[src/include/bitstream_modulator_defines.vh]
`ifndef BITSTREAM_MODULATOR_DEFINES_VH
`define BITSTREAM_MODULATOR_DEFINES_VH

// clock figures
`define CLK_FREQ_MHZ      40
`define POR_WAIT_US       600
`define POR_WAIT_CYCLES   (`POR_WAIT_US * `CLK_FREQ_MHZ)

// channel layout
`define NUM_CHANNELS      4
`define CODE_WIDTH        13
`define SAMPLE_WIDTH      52
`define ACC_WIDTH         24

// input scaling, millivolts
`define FSR_MV            24'sd2500
`define LINEAR_MV         24'sd2000
`define INPUT_GAIN        3
`define FB_LEVEL          24'sd10000

// clock source select levels
`define SRC_INTERNAL      1'b1
`define SRC_EXTERNAL      1'b0

// buffer shape
`define BUF_DEPTH         2
`define BUF_PTR_WIDTH     1
`define BUF_CNT_WIDTH     2

`endif

[src/verilog/bitstream_modulator.v]
`timescale 1ns/100ps
`include "bitstream_modulator_defines.vh"

module bitstream_modulator
#(
  parameter POR_WAIT_CYCLES = `POR_WAIT_CYCLES
)
(
  input  wire                     clk_in,                       // 40 MHz clock
  input  wire                     srst_in,                      // sync reset, active high
  input  wire                     clock_source_select_in,       // pin: 1 internal, 0 external
  input  wire                     external_clock_input_in,      // pin: external system clock
  input  wire [`SAMPLE_WIDTH-1:0] sample_data_in,               // four signed mV codes
  input  wire                     sample_valid_in,              // sample word offered
  output wire                     sample_ready_out,             // buffer can take word
  output wire                     modulator_clock_output_out,   // shared modulator clock
  output wire [3:0]               channel_bitstream_output_out, // one bit per channel
  output wire [3:0]               channel_overrange_out,        // input beyond linear span
  output wire                     source_internal_out,          // synced select level
  output wire                     device_ready_out              // power-on wait complete
);

  reg                     sel_meta_reg;
  reg                     sel_sync_reg;
  reg                     ext_meta_reg;
  reg                     ext_sync_reg;
  reg                     ext_prev_reg;
  reg                     int_phase_reg;
  reg                     modclk_reg;
  reg  [3:0]              bits_reg;
  reg  [3:0]              overrange_reg;
  reg                     ready_reg;
  reg  [31:0]             por_count_reg;
  reg  [`SAMPLE_WIDTH-1:0] hold_reg;
  reg  [`NUM_CHANNELS*`ACC_WIDTH-1:0] int1_reg;
  reg  [`NUM_CHANNELS*`ACC_WIDTH-1:0] int2_reg;
  reg  [`NUM_CHANNELS*`ACC_WIDTH-1:0] int1_vec_next;
  reg  [`NUM_CHANNELS*`ACC_WIDTH-1:0] int2_vec_next;
  reg  [3:0]              bits_next;
  reg  [3:0]              overrange_next;
  reg  signed [`ACC_WIDTH-1:0] int1_next;
  reg  signed [`ACC_WIDTH-1:0] fb_next;
  reg  signed [`ACC_WIDTH-1:0] u_next;
  wire                    ext_rise;
  wire                    sys_tick;
  wire                    step;
  wire [`SAMPLE_WIDTH-1:0] buf_data;
  wire                    buf_valid;
  wire [`SAMPLE_WIDTH-1:0] cur_sample;
  integer                 j;

  // clamp a millivolt code to full scale and apply input gain
  function signed [`ACC_WIDTH-1:0] scale_input;
    input [`CODE_WIDTH-1:0] code;
    reg signed [`ACC_WIDTH-1:0] v;
    begin
      v = {{(`ACC_WIDTH-`CODE_WIDTH){code[`CODE_WIDTH-1]}}, code};
      if (v > `FSR_MV)
        v = `FSR_MV;
      else if (v < -`FSR_MV)
        v = -`FSR_MV;
      scale_input = v + v + v;
    end
  endfunction

  // true when a code lies outside the linear +-2 V span
  function beyond_linear;
    input [`CODE_WIDTH-1:0] code;
    reg signed [`ACC_WIDTH-1:0] v;
    begin
      v = {{(`ACC_WIDTH-`CODE_WIDTH){code[`CODE_WIDTH-1]}}, code};
      beyond_linear = (v > `LINEAR_MV) || (v < -`LINEAR_MV);
    end
  endfunction

  // two-stage synchronisers for both pins
  always @(posedge clk_in)
  begin
    if (srst_in)
    begin
      sel_meta_reg <= `SRC_INTERNAL;
      sel_sync_reg <= `SRC_INTERNAL;
      ext_meta_reg <= 1'b0;
      ext_sync_reg <= 1'b0;
      ext_prev_reg <= 1'b0;
    end
    else
    begin
      sel_meta_reg <= clock_source_select_in;
      sel_sync_reg <= sel_meta_reg;
      ext_meta_reg <= external_clock_input_in;
      ext_sync_reg <= ext_meta_reg;
      ext_prev_reg <= ext_sync_reg;
    end
  end

  assign ext_rise = ext_sync_reg & ~ext_prev_reg;

  // system clock tick: internal 20 MHz or external rising edge
  assign sys_tick = (sel_sync_reg == `SRC_INTERNAL) ? int_phase_reg : ext_rise;

  // modulator steps when its clock falls, so bits settle before the rise
  assign step = ready_reg & sys_tick & modclk_reg;

  // power-on wait before the outputs start
  always @(posedge clk_in)
  begin
    if (srst_in)
    begin
      por_count_reg <= 32'h00000000;
      ready_reg     <= 1'b0;
    end
    else if (!ready_reg)
    begin
      if (por_count_reg >= POR_WAIT_CYCLES - 1)
        ready_reg <= 1'b1;
      else
        por_count_reg <= por_count_reg + 32'h00000001;
    end
  end

  // internal source and divide-by-two modulator clock
  always @(posedge clk_in)
  begin
    if (srst_in)
    begin
      int_phase_reg <= 1'b0;
      modclk_reg    <= 1'b0;
    end
    else
    begin
      int_phase_reg <= ~int_phase_reg;
      if (ready_reg & sys_tick)
        modclk_reg <= ~modclk_reg;
    end
  end

  // input samples pass a two-entry buffer
  sample_buffer
  #(
    .WIDTH (`SAMPLE_WIDTH),
    .DEPTH (`BUF_DEPTH)
  )
  u_sample_buffer
  (
    .clk_in        (clk_in),
    .srst_in       (srst_in),
    .in_data_in    (sample_data_in),
    .in_valid_in   (sample_valid_in),
    .in_ready_out  (sample_ready_out),
    .out_data_out  (buf_data),
    .out_valid_out (buf_valid),
    .out_ready_in  (step)
  );

  // fresh word if one waits, else last held word
  assign cur_sample = buf_valid ? buf_data : hold_reg;

  always @(posedge clk_in)
  begin
    if (srst_in)
      hold_reg <= {`SAMPLE_WIDTH{1'b0}};
    else if (step & buf_valid)
      hold_reg <= buf_data;
  end

  // second-order loop per channel, density 0.5 + 0.15 per volt;
  // bit taken from the fresh second integrator, an older one would destabilise the loop
  always @*
  begin
    int1_vec_next  = int1_reg;
    int2_vec_next  = int2_reg;
    bits_next      = bits_reg;
    overrange_next = overrange_reg;
    u_next         = {`ACC_WIDTH{1'b0}};
    fb_next        = {`ACC_WIDTH{1'b0}};
    int1_next      = {`ACC_WIDTH{1'b0}};
    for (j = 0; j < `NUM_CHANNELS; j = j + 1)
    begin
      u_next    = scale_input(cur_sample[j*`CODE_WIDTH +: `CODE_WIDTH]);
      fb_next   = bits_reg[j] ? `FB_LEVEL : -`FB_LEVEL;
      int1_next = $signed(int1_reg[j*`ACC_WIDTH +: `ACC_WIDTH]) + u_next - fb_next;
      int1_vec_next[j*`ACC_WIDTH +: `ACC_WIDTH] = int1_next;
      int2_vec_next[j*`ACC_WIDTH +: `ACC_WIDTH] =
        $signed(int2_reg[j*`ACC_WIDTH +: `ACC_WIDTH]) + int1_next - fb_next;
      bits_next[j]      = ~int2_vec_next[j*`ACC_WIDTH+`ACC_WIDTH-1];
      overrange_next[j] = beyond_linear(cur_sample[j*`CODE_WIDTH +: `CODE_WIDTH]);
    end
  end

  // loop state advances once per modulator step
  always @(posedge clk_in)
  begin
    if (srst_in)
    begin
      bits_reg      <= 4'h0;
      overrange_reg <= 4'h0;
      int1_reg      <= {(`NUM_CHANNELS*`ACC_WIDTH){1'b0}};
      int2_reg      <= {(`NUM_CHANNELS*`ACC_WIDTH){1'b0}};
    end
    else if (step)
    begin
      int1_reg      <= int1_vec_next;
      int2_reg      <= int2_vec_next;
      bits_reg      <= bits_next;
      overrange_reg <= overrange_next;
    end
  end

  // shared clock plus per-channel bits
  assign modulator_clock_output_out   = modclk_reg;
  assign channel_bitstream_output_out = bits_reg;
  assign channel_overrange_out        = overrange_reg;
  assign source_internal_out          = sel_sync_reg;
  assign device_ready_out             = ready_reg;

endmodule

[src/verilog/sample_buffer.v]
`timescale 1ns/100ps
`include "bitstream_modulator_defines.vh"

module sample_buffer
#(
  parameter WIDTH = `SAMPLE_WIDTH,
  parameter DEPTH = `BUF_DEPTH
)
(
  input  wire             clk_in,        // system clock
  input  wire             srst_in,       // sync reset, active high
  input  wire [WIDTH-1:0] in_data_in,    // word from source
  input  wire             in_valid_in,   // source offers a word
  output wire             in_ready_out,  // buffer has room
  output wire [WIDTH-1:0] out_data_out,  // oldest stored word
  output wire             out_valid_out, // buffer not empty
  input  wire             out_ready_in   // drain takes the word
);

  reg [WIDTH-1:0]                store_reg [0:DEPTH-1];
  reg [`BUF_PTR_WIDTH-1:0]       wr_ptr_reg;
  reg [`BUF_PTR_WIDTH-1:0]       rd_ptr_reg;
  reg [`BUF_CNT_WIDTH-1:0]       count_reg;
  wire                           push;
  wire                           pop;

  // honest full and empty
  assign in_ready_out  = (count_reg != DEPTH[`BUF_CNT_WIDTH-1:0]);
  assign out_valid_out = (count_reg != {`BUF_CNT_WIDTH{1'b0}});
  assign out_data_out  = store_reg[rd_ptr_reg];
  assign push          = in_valid_in & in_ready_out;
  assign pop           = out_valid_out & out_ready_in;

  // pointers and occupancy
  always @(posedge clk_in)
  begin
    if (srst_in)
    begin
      wr_ptr_reg <= {`BUF_PTR_WIDTH{1'b0}};
      rd_ptr_reg <= {`BUF_PTR_WIDTH{1'b0}};
      count_reg  <= {`BUF_CNT_WIDTH{1'b0}};
    end
    else
    begin
      if (push)
        wr_ptr_reg <= wr_ptr_reg + 1'b1;
      if (pop)
        rd_ptr_reg <= rd_ptr_reg + 1'b1;
      if (push & ~pop)
        count_reg <= count_reg + 1'b1;
      else if (pop & ~push)
        count_reg <= count_reg - 1'b1;
    end
  end

  // storage, no reset needed
  always @(posedge clk_in)
  begin
    if (push)
      store_reg[wr_ptr_reg] <= in_data_in;
  end

endmodule
[config.mk]
export PLATFORM = sky130hd
export DESIGN_NAME = bitstream_modulator
export DESIGN_NICKNAME = d
export VERILOG_FILES = /design/src/verilog/bitstream_modulator.v /design/src/verilog/sample_buffer.v
export VERILOG_INCLUDE_DIRS = /design/src /design/src/include
export SDC_FILE = /design/constraint.sdc
export NUM_CORES = 1
export LEC_CHECK = 0
export BUFFER_PORTS_ARGS = -buffer_cell sky130_fd_sc_hd__buf_2
export CAP_MARGIN = 20
export CORE_MARGIN = 4
export CORE_UTILIZATION = 25
export DETAILED_ROUTE_END_ITERATION = 10
export GPL_TIMING_DRIVEN = 0
export PLACE_DENSITY_LB_ADDON = 0.15
export SLEW_MARGIN = 0
export SYNTH_ARGS = -nofsm -noshare
export SYNTH_HDL_FRONTEND = slang
export SYNTH_SLANG_ARGS = --single-unit
[constraint.sdc]
create_clock -name clk_in -period 11.8 [get_ports clk_in]
set_input_delay 0.59 -clock clk_in [delete_from_list [all_inputs] [get_ports clk_in]]
set_output_delay 0.59 -clock clk_in [all_outputs]
set_load 0.02 [all_outputs]
Yosys cells after proc, flatten, opt, wreduce, memory -nomap -nowiden
Memories as Yosys holds them, arrays and structs flattened. A register that Yosys moved wholly into a read port is not among the register bits.
Index checks and enable logic that the tools add are counted.
{"block": "classes", "n_eq_ne": 1, "reduce_logical": 7, "magnitude_cmp": 17, "mux": 22, "n_addsub": 29, "bitwise": 18}
{"cell": "$add 24x24->24", "count": 16}
{"cell": "$mux 24", "count": 12}
{"cell": "$sub 24x24->24", "count": 8}
{"cell": "$gt 13x12->1 const B", "count": 4}
{"cell": "$gt 13x13->1 const B", "count": 4}
{"cell": "$lt 13x12->1 const B", "count": 4}
{"cell": "$lt 13x13->1 const B", "count": 4}
{"cell": "$mux 52", "count": 1}
{"cell": "$add 32x1->32 const B", "count": 1}
{"cell": "$ge 32x15->1 const B", "count": 1}
{"cell": "$not 1->1", "count": 11}
{"cell": "$and 1x1->1", "count": 7}
{"cell": "$mux 1", "count": 7}
{"cell": "$logic_or 1x1->1", "count": 4}
{"cell": "$mux 2", "count": 2}
{"cell": "$reduce_bool 2->1", "count": 2}
{"cell": "$add 1x1->1 const B", "count": 2}
{"cell": "$add 2x1->2 const B", "count": 1}
{"cell": "$ne 2x2->1 const B", "count": 1}
{"cell": "$reduce_and 2->1", "count": 1}
{"cell": "$sub 2x1->2 const B", "count": 1}
{"block": "word_totals", "in_bits": 57, "out_inout_bits": 12, "ramBits": 104, "memories": 1, "reg_bits": 296, "elab_cells": 112}
{"name": "u_sample_buffer.store_reg", "words": 2, "word_bits": 52, "rd": 1, "rd_ports_with_merged_regs": 1, "wr": 1, "line_no": "sample_buffer.v:20", "source": "reg [WIDTH-1:0] store_reg [0:DEPTH-1];"}

Logic depth before layout (Yosys ltp)
Gate-level depths: netlist of the first run.
{"block": "logic_depth", "word_depth": 12, "ltp_mapped": 42, "mapped_depth_nobuf": 35}

Modules after synthesis
Synthesis of the first run repeated with hierarchy kept, for this count alone.
{"block": "hier_totals", "hier_cells": 3290, "area_unflattened_um2": 29603.4}
{"module": "bitstream_modulator", "cells_per_inst": 3104, "area_each_um2": 25642.1, "n_inst": 1}
{"module": "sample_buffer", "cells_per_inst": 186, "area_each_um2": 3961.3, "n_inst": 1}

Least setup slack after synthesis of the first run
No wires, ideal clock.
{"block": "synth_timing", "path_kind": "flip-flop to flip-flop", "startpoint": "register u_sample_buffer.count_reg[1]", "endpoint": "register bits_reg[1], in the netlist channel_bitstream_output_out[1]", "t_arrival_ns": 8.167, "n_path_buf": 7, "path_stages_with_launch": 40, "required_ns": 11.685, "setup_slack_ns": 3.517, "path_cell_list": "dfxtp_1 -> buf_6 -> or2_1 -> buf_6 -> buf_6 -> buf_6 -> buf_6 -> clkbuf_1 -> a21oi_1 -> nand2_1 -> nor3_1 -> o21ai_0 -> a21o_1 -> ha_1 -> clkbuf_1 -> nor2_1 -> or2_2 -> fa_1 -> (+4 left out) -> a2111oi_1 -> nand2_1 -> nand2_1 -> a211oi_1 -> o21a_1 -> or4_1 -> nand2_1 -> xnor2_1 -> fa_1 -> ha_1 -> nand3_1 -> nor3_1 -> o211ai_1 -> a311oi_1 -> a2111oi_0 -> nor4_1 -> xnor2_1 -> o21ba_2"}
{"block": "synth_between", "elab_chain_len": 12}
{"item": "start, declared", "line_no": "sample_buffer.v:23", "source": "reg [`BUF_CNT_WIDTH-1:0] count_reg;"}
{"item": "start signal, assigned", "line_no": "sample_buffer.v:41", "source": "count_reg <= {`BUF_CNT_WIDTH{1'b0}};"}
{"item": "start signal, assigned", "line_no": "sample_buffer.v:50", "source": "count_reg <= count_reg + 1'b1;"}
{"item": "start signal, assigned", "line_no": "sample_buffer.v:52", "source": "count_reg <= count_reg - 1'b1;"}
{"item": "$reduce_bool 2->1 (*)", "line_no": "sample_buffer.v:29", "source": "assign out_valid_out = (count_reg != {`BUF_CNT_WIDTH{1'b0}});"}
{"item": "$mux 52 (*)", "line_no": "bitstream_modulator.v:157", "source": "assign cur_sample = buf_valid ? buf_data : hold_reg;"}
{"item": "$lt 13x13->1 (no line)"}
{"item": "$mux 24", "line_no": "bitstream_modulator.v:60", "source": "else if (v < -`FSR_MV)"}
{"item": "$mux 24 (*)", "line_no": "bitstream_modulator.v:58", "source": "if (v > `FSR_MV)"}
{"item": "$add 24x24->24", "line_no": "bitstream_modulator.v:62", "source": "scale_input = v + v + v;"}
{"item": "$add 24x24->24 (*)", "line_no": "bitstream_modulator.v:62"}
{"item": "$add 24x24->24 (*)", "line_no": "bitstream_modulator.v:182", "source": "int1_next = $signed(int1_reg[j*`ACC_WIDTH +: `ACC_WIDTH]) + u_next - fb_next;"}
{"item": "$sub 24x24->24 (*)", "line_no": "bitstream_modulator.v:182"}
{"item": "named net int1_vec_next[38]", "line_no": "bitstream_modulator.v:37", "source": "reg [`NUM_CHANNELS*`ACC_WIDTH-1:0] int1_vec_next;"}
{"item": "$add 24x24->24 (*)", "line_no": "bitstream_modulator.v:185", "source": "$signed(int2_reg[j*`ACC_WIDTH +: `ACC_WIDTH]) + int1_next - fb_next;"}
{"item": "$sub 24x24->24 (*)", "line_no": "bitstream_modulator.v:185"}
{"item": "$not 1->1 (*)", "line_no": "bitstream_modulator.v:186", "source": "bits_next[j] = ~int2_vec_next[j*`ACC_WIDTH+`ACC_WIDTH-1];"}
{"item": "end signal, assigned", "line_no": "bitstream_modulator.v:205", "source": "bits_reg <= bits_next;"}
{"item": "end, declared", "line_no": "bitstream_modulator.v:30", "source": "reg [3:0] bits_reg;"}
The timed path passes the listed nets; every way through them passes the cells marked *.
A chain may end at the register's enable or synchronous reset.

Final worst setup path of the first run
{"block": "layout_timing", "startpoint": "register u_sample_buffer.count_reg[0]", "endpoint": "register bits_reg[1], in the netlist channel_bitstream_output_out[1]"}
The elaborated chain is that of the path after synthesis.

==> metrics.txt, run 1 <==
status=finished clean; post-route antenna net violation count=0; number of vias after detailed routing=between 20,000 and 25,000; area of the core=between 100,000 and 150,000 sq um; Final Hold Vio Count=0; initial standard-cell utilization of the core=about a quarter; Synth-to-Final Area Change=15.28%; family with the most delay on the worst path=compound AO/OA/AOI/OAI gates; CP endpoint kind=flip-flop; critical path launch point=u_sample_buffer.count_reg[0]$_SDFFE_PP0P_; Worst Path Required=between 10,000 and 15,000 ps; number of enable-type register cells in the synthesized netlist=between 100 and 150; Routed wire per std cell=between 15 and 20 microns; ratio of cells with drive above 1 in the final layout=7.234%; share of the clock period used by the worst path after layout=between 80% and 90%; setup repair after global routing missed its margin=false; FMAX=roughly 0.1 GHz; I/O pins=just under 70; post-CTS repair timing setup buffer count=0; register clock-pin slew on the reported worst setup and hold paths=approximately 60 ps; FF-to-FF path depth=38; largest cells by area after synthesis=dfxtp_1 20%, fa_1 13%, ha_1 12%, edfxtp_1 11%, a21oi_1 4.7%; biggest fanout along the worst timing path=10; clock latency on the worst-skew pair=630 ps; part of the Yosys area used for sequential elements=30.65%; path category of the worst min-delay check=in -> reg; Worst setup SP type=flip-flop; CTS Root Cell=clkbuf_16; count of instances resized after the clock tree is built=0; beginning of the worst register-to-register path=u_sample_buffer.count_reg[0]$_SDFFE_PP0P_; cell type with the largest total area after synthesis=dfxtp_1; post-synthesis register bit count=401; max-slew violation total from the final report=0; die footprint=between 100,000 and 150,000 sq um; antenna violations before repair=0; router iterations before antenna repair=5; Worst Clk Skew=about 28 ps; gate count after technology mapping=around 3,300; die outline width=~350 microns; flip-flop count of the largest register, all copies and words added=between 100 and 150; total number of yosys warnings=0; final critical path time including I/O delays and setup=10,000 ps; peak per-stage delay on the critical path=between 500 and 600 ps; antenna diode instance count=0; weighted congestion reported at the end of routability-driven placement=0.8170; total gr overflow=0; via count of the first global-routing pass=around 23,000; post-synthesis area per instance=between 9 and 10 sq um; post-synth top area share=between 20% and 30%; Crit Path Category=reg -> reg; hold buffer count at CTS=0; # nets final=about 3,900; critical path's slowest cell=fa_1; largest net degree at the start of global routing=53; row cnt=125; total buffers and inverters traversed by the critical path=7; total length of routed wires=95,420 microns; port bufs=67; clock tree from TritonCTS=yes; H-tree levels=2; top_reg_cell synth=dfxtp_1; total setup violations reported at the end of the flow=0; half-perimeter wire length after placement=74,020 microns; height of the die=~350 microns; global-route wire length before repair=approximately 140,000 microns; Max-cap violations=0; setup slack of the most critical reg-to-reg path=1800 ps; Syn Nets=between 3,000 and 4,000; top cells by instance count after synthesis=357 x inv_1, 318 x nand2_1, 297 x dfxtp_1; Total Neg Setup Slack=0 ps; count of clock tree sinks=approximately 400; maximum root-to-sink buffer count=3; DR vias/cell=between 4 and 5; Async S/R FF share, synth=0%; global-route total usage across every layer=15.11%; CTS buffer count=between 50 and 60; worst slew pin tran=approximately 1100 ps; netlist area before placement=~30,000 sq um; initial drt markers=approximately 1,300; capturing point of the worst reg2reg path=channel_bitstream_output_out[1]$_SDFFE_PP0P_; number of remaining DRC errors=0; instance count on the critical path=38; Max-slew headroom=about a quarter; data arrival time of the critical path=10,520 ps; CP Capture Point=channel_bitstream_output_out[1]$_SDFFE_PP0P_; synth unique cells=86; top-count cell post-synth=inv_1
[final cells by class]
type,count,area [sq um]
Timing Repair Buffer,89,709.4
Fill cell,12400,82720
Inverter,357,1340
Sequential cell,401,9074
Clock buffer,68,1434
Buffer,113,515.5
Clock inverter,34,449.2
Multi-Input combinational cell,2394,18680
Tap cell,1524,1907
[logic make-up (layout without fill, tap and decap cells)]
family	count (synthesis)	after routing	share of synthesized area [%]
simple gates	904	904	14.12
compound gates	789	789	17.16
xor+xnor	174	174	5.316
buf+inv	470	661	6.263
mux	68	68	2.356
flops	401	401	30.65
fa+ha+maj	459	459	24.13
[through the flow]
stage | instances | cell area [sq um] | util, % | setup slack (ps) | hold WS [ps]
CTS | 4976 | 34060 | 29.16 | 1703 | 91.37
global placement | 4856 | 31830 | 27.24 | 1711 | 394.8
finish | 4980 | 34110 | 29.19 | 1798 | 148.0
global route | 4980 | 34110 | 29.19 | 861.7 | 103.4
floorplan | 3265 | 29590 | - | 3517 | 389.5
detailed placement | 4874 | 32180 | 27.54 | 1782 | 396.1
[how the worst min path moves through the flow]
stage / start / end / slack, ps / cells after the start
final: sample_data_in[11] / u_sample_buffer.store_reg[0][11]$_DFFE_PP_ / 150 / 1
after global routing: sample_data_in[24] / u_sample_buffer.store_reg[1][24]$_DFFE_PP_ / 100 / 1
after CTS: sample_data_in[16] / u_sample_buffer.store_reg[0][16]$_DFFE_PP_ / 90 / 1
after detailed placement: sel_meta_reg$_SDFF_PP1_ / source_internal_out$_SDFF_PP1_ / 400 / 1
after global placement: sel_meta_reg$_SDFF_PP1_ / source_internal_out$_SDFF_PP1_ / 390 / 1
after floorplan: sel_meta_reg$_SDFF_PP1_ / source_internal_out$_SDFF_PP1_ / 390 / 1
[routing by layer]
metal	track usage (%)	vias up	part of all wire, %	routed length [microns]
met2	24.42	315	45	42940
met5	0	-	0	0
met4	3.132	0	1.7	1641
met1	21.38	10960	50	47350
li1	-	11530	-	-
met3	2.266	94	3.7	3484
[cells in the final DEF (no fill, tap or decap), types with 19 or more instances in the layout]
master	instances
inv_1	357
nand2_1	318
dfxtp_1	293
a21oi_1	275
ha_1	273
nor2_1	261
fa_1	186
o21ai_0	128
edfxtp_1	104
xnor2_1	103
clkbuf_1	102
a21o_1	75
buf_2	73
a211oi_1	72
xor2_1	67
mux2i_1	57
nor3_1	56
o21a_1	54
clkbuf_16	54
nor2b_1	51
nand3_1	38
nand2b_1	32
and3_1	27
a31oi_1	23
and2_1	22
a22o_1	19
Power of run 1 is not shown: default switching activity piles up to over one toggle a cycle in this logic, so the estimate is an artifact.
==> inputs of run 2 (changes only) <==
==> constraint.sdc (replaced) <==
create_clock -name clk_in -period 9.1 [get_ports clk_in]
set_input_delay 0.455 -clock clk_in [delete_from_list [all_inputs] [get_ports clk_in]]
set_output_delay 0.455 -clock clk_in [all_outputs]
set_load 0.02 [all_outputs]
==> run 2 against run 1 <==
Count of clock-buffer cells in the layout is the same. Via count grew 0.93%. Register-to-register slack worse by 1300 ps.
==> metrics.txt, run 2 (synthesis gave the netlist of run 1 again) <==
status=finished clean; share of the core filled with cells=30.11% (+0.91 points); half-perimeter wire length after placement=74,020 microns (unchanged); register clock-pin slew on the reported worst setup and hold paths=60 ps (about the same); DR vias/cell=4.583 (-0.35%); WHS=40.42 ps (-107.6 ps); placed cells=4,874 (unchanged); I/O pins=69 (unchanged); peak per-stage delay on the critical path=600 ps (+30 ps); critical path's slowest cell=fa_1; FMAX=0.1156 GHz (+16%); final critical path time including I/O delays and setup=8647 ps (-1355 ps); antenna diode instance count=0 (unchanged); Worst setup SP type=flip-flop; total length of routed wires=95,880 microns (+0.48%); via count of the first global-routing pass=22,900 (+1.2%); leading cell type in the layout, fill and taps excluded=inv_1; path category of the worst min-delay check=in -> reg; Synth-to-Final Area Change=18.88%; flip-flop count of the largest register, all copies and words added=104 (unchanged); most frequent cells in the layout=356 x inv_1, 317 x nand2_1, 292 x dfxtp_1; total setup violations reported at the end of the flow=0 (unchanged); maximum root-to-sink buffer count=3 (unchanged); Worst Clk Skew=27.63 ps (-0.1520 ps); clock latency on the worst-skew pair=630 ps (about the same); area of the core=116,800 sq um (unchanged); # nets final=3,990 (+1.6%); total gr overflow=0 (unchanged); worst slew pin tran=1101 ps (-21.08 ps); row cnt=125 (unchanged); Worst Path Required=9580 ps (-2740 ps); CP endpoint kind=flip-flop; non-filler cells, final=5,044 (+1.3%); CTS buffer count=54 (unchanged); Max-slew headroom=26.57% (+1.4 points); number of fillers in the final layout=12,290 (-0.86%); die footprint=123,900 sq um (unchanged); number of remaining DRC errors=0 (unchanged); weighted congestion reported at the end of routability-driven placement=0.8170 (unchanged); share of the clock period used by the worst path after layout=95.02% (+10 points); die outline width=352.0 microns (unchanged); ratio of cells with drive above 1 in the final layout=9.602% (+2.4 points); clock tree from TritonCTS=yes; global-route wire length before repair=145,200 microns (+0.65%); largest net degree at the start of global routing=53 (unchanged); initial standard-cell utilization of the core=25.32% (unchanged); post-route antenna net violation count=0 (unchanged); total buffers and inverters traversed by the critical path=6 (-1); initial drt markers=1,270 (-2.0%); antenna violations before repair=0 (unchanged); router iterations before antenna repair=5 (unchanged); max-slew violation total from the final report=0 (unchanged); data arrival time of the critical path=9130 ps (-1390 ps); height of the die=352.0 microns (unchanged); biggest fanout along the worst timing path=10 (unchanged); Crit Path Category=reg -> reg; CTS Root Cell=clkbuf_16; Routed wire per std cell=19.01 microns (-0.80%); family with the most delay on the worst path=compound AO/OA/AOI/OAI gates; global-route total usage across every layer=15.18% (+0.070 points); Final Hold Vio Count=0 (unchanged); number of vias after detailed routing=23,120 (+0.93%); Max-cap violations=0 (unchanged); count of clock tree sinks=401 (unchanged); port bufs=67 (unchanged); H-tree levels=2 (unchanged)
## run 2: layout make-up
| cell class | count | area [sq um] | area share (%) |
|---|---|---|---|
| Buffer | 111 | 549.3 | 1.562 |
| Timing Repair Buffer | 155 | 1328 | 3.774 |
| Clock inverter | 34 | 449.2 | 1.277 |
| Clock buffer | 68 | 1434 | 4.077 |
| Multi-Input combinational cell | 2394 | 19080 | 54.26 |
| Tap cell | 1524 | 1907 | 5.421 |
| Sequential cell | 401 | 9077 | 25.81 |
| Inverter | 357 | 1344 | 3.821 |
## run 2: per-stage QoR
step	setup TNS (ps)	setup WS (ps)	instance area, sq um
2_1_floorplan	0	817.4	29590
3_3_place_gp	-7238	-988.6	31830
3_5_place_dp	-6122	-917.9	32180
4_1_cts	-25.94	-23.20	34730
5_1_grt	-40.87	-22.96	35170
6_report	0	452.9	35170
## run 2: worst paths after layout
check / startpoint / endpoint / slack (ps) / cells after the start
hold reg to reg: sel_meta_reg$_SDFF_PP1_ / source_internal_out$_SDFF_PP1_ / 400 / 1
setup / recovery: u_sample_buffer.count_reg[1]$_SDFFE_PP0P_ / int2_reg[23]$_SDFFE_PP0P_ / 450 / 34
hold / removal: clock_source_select_in / sel_meta_reg$_SDFF_PP1_ / 40 / 2
setup reg to reg: u_sample_buffer.count_reg[1]$_SDFFE_PP0P_ / int2_reg[23]$_SDFFE_PP0P_ / 450 / 34
## run 2: metal layers
layer	vias to the layer above	track usage [%]	share of wire, %
met4	0	3.132	1.7
li1	11660	-	-
met2	327	24.58	45
met5	-	0	0
met3	91	2.246	3.5
met1	11050	21.47	49
## run 2: repair_timing
action / 4_1_cts / 5_1_grt
gates resized for setup: 42 / 78
hold endpoints to repair: 97 / 0
buffers inserted: 5 / 13
endpoints found under the setup margin: 22 / 28
pin swaps: 4 / 19
hold buffers: 49 / 0
Power of run 2 is left out for the same reason.
==> inputs of run 3 (changes only) <==
--- a/config.mk
+++ b/config.mk
@@ -8,6 +8,7 @@
 export LEC_CHECK = 0
 export BUFFER_PORTS_ARGS = -buffer_cell sky130_fd_sc_hd__buf_2
 export CAP_MARGIN = 20
+export CORE_ASPECT_RATIO = 2
 export CORE_MARGIN = 4
 export CORE_UTILIZATION = 25
 export DETAILED_ROUTE_END_ITERATION = 10
==> run 3 against run 2 <==
Design area down 1.8%. First-iteration DRC count down 34%. Non-clock buffer count down 21. Critical path type unchanged. Highest routed layer unchanged.
==> metrics.txt, run 3 (synthesis gave the netlist of run 1 again) <==
DR vias/cell=4.715 (+2.9%); weighted congestion reported at the end of routability-driven placement=0.8261 (+1.1%); clock latency on the worst-skew pair=620 ps (about the same); Synth-to-Final Area Change=16.80%; final standard cell area without fillers=34,560 sq um (-1.8%); sequential cell area=9077 sq um (unchanged); setup repair after global routing missed its margin=true; router iterations before antenna repair=5 (unchanged); initial drt markers=833 (-34%); die footprint=124,200 sq um (+0.27%); total setup violations reported at the end of the flow=0 (unchanged); leading cell type in the layout, fill and taps excluded=inv_1; CP endpoint kind=flip-flop; total length of routed wires=102,900 microns (+7.4%); Final Hold Vio Count=0 (unchanged); antenna violations before repair=1 (+1); number of fillers in the final layout=12,610 (+2.6%); post-route antenna net violation count=0 (unchanged); die outline width=251.3 microns (-29%); Worst Clk Skew=41.24 ps (+13.61 ps); largest net degree at the start of global routing=34 (-36%); max-slew violation total from the final report=0 (unchanged); flip-flop count of the largest register, all copies and words added=104 (unchanged); CTS buffer count=41 (-24%); final critical path time including I/O delays and setup=8642 ps (-5.093 ps); Worst Path Required=9590 ps (about the same); Worst setup SP type=flip-flop; initial standard-cell utilization of the core=25.16% (-0.16 points); Max-cap violations=0 (unchanged); # nets final=3,956 (-0.85%); count of clock tree sinks=401 (unchanged); number of vias after detailed routing=23,590 (+2.1%); worst slew pin tran=1209 ps (+107.3 ps); path category of the worst min-delay check=in -> reg; H-tree levels=2 (unchanged); most frequent cells in the layout=356 x inv_1, 317 x nand2_1, 292 x dfxtp_1; clock tree from TritonCTS=yes; total area of multi-input combinational cells=19,090 sq um (about the same); FMAX=0.1157 GHz (about the same); total gr overflow=0 (unchanged); register clock-pin slew on the reported worst setup and hold paths=70 ps (about the same); row cnt=178 (+42%); ratio of cells with drive above 1 in the final layout=9.185% (-0.42 points); CTS Root Cell=clkbuf_16; critical path's slowest cell=fa_1; Total Neg Setup Slack=0 ps (unchanged); number of remaining DRC errors=0 (unchanged); Routed wire per std cell=20.57 microns (+8.2%); port bufs=67 (unchanged); status=finished clean; global-route wire length before repair=154,500 microns (+6.4%); cell occurring most often along the worst timing path=ha_1; Crit Path Category=reg -> reg; biggest fanout along the worst timing path=10 (unchanged); data arrival time of the critical path=9130 ps (about the same); maximum root-to-sink buffer count=3 (unchanged); Max-slew headroom=19.42% (-7.2 points); I/O pins=69 (unchanged); via count of the first global-routing pass=24,840 (+8.4%); global-route total usage across every layer=16.40% (+1.2 points); peak per-stage delay on the critical path=520 ps (-80 ps); height of the die=494.5 microns (+40%); placed cell area=32,240 sq um (+0.20%); share of the clock period used by the worst path after layout=94.97% (about the same); half-perimeter wire length after placement=83,620 microns (+13%); setup slack of the most critical reg-to-reg path=460 ps (about the same); area of the core=117,600 sq um (+0.65%)
-- run 3: final timing paths --
check                                                 endpoint                    start  cells after the start
setup reg to reg  channel_bitstream_output_out[1]$_SDFFE_PP0P_                flip-flop                     36
setup / recovery  channel_bitstream_output_out[1]$_SDFFE_PP0P_                flip-flop                     36
hold reg to reg                 source_internal_out$_SDFF_PP1_  sel_meta_reg$_SDFF_PP1_                      1
hold / removal      u_sample_buffer.store_reg[0][21]$_DFFE_PP_       sample_data_in[21]                      1
-- run 3: final cells by class --
class | count | share of cell area (%)
inverter | 357 | 3.889
tap | 1530 | 5.540
clock inverter | 26 | 1.032
buffer | 110 | 1.622
antenna | 1 | 0.007241
timing repair buffer | 135 | 3.259
multi-input combinational | 2394 | 55.23
sequential | 401 | 26.27
clock buffer | 50 | 3.154
-- run 3: critical path, delay by kind of cell, from the launching register on --
family                   cells  cell delay [ps]
flip-flops                   1              310
AND/OR/NAND/NOR              6             1460
buffers and inverters        8             1320
adder cells (fa/ha/maj)      6             2150
multiplexers                 1              280
XOR/XNOR                     2              470
AO/OA/AOI/OAI               13             2530
-- run 3: repair_timing --
action	CTS	global route
pin swaps	4	12
hold endpoints to repair	52	0
hold buffers	26	0
resized for setup	54	68
endpoints found under the setup margin	33	26
buffers inserted	12	7
-- run 3: stage by stage --
stage | worst slack, ps | hold slack (ps) | util, % | cells
final | 458.0 | 41.85 | 29.39 | 5004
after global routing | -85.33 | 27.60 | 29.39 | 5004
after CTS | 0.4796 | 9.667 | 29.14 | 4999
after detailed placement | -1318 | 403.1 | 27.42 | 4885
after global placement | -1421 | 395.7 | 27.07 | 4862
after floorplan | 817.4 | 389.5 | - | 3265
-- run 3: routing by layer --
metal / share of wire, % / track usage [%] / wire length (microns)
met1: 34 / 15.43 / 34640
met2: 59 / 34.87 / 60760
met3: 1.8 / 1.162 / 1830
met4: 5.5 / 7.487 / 5695
met5: 0 / 0 / 0
Power of run 3 is left out for the same reason.
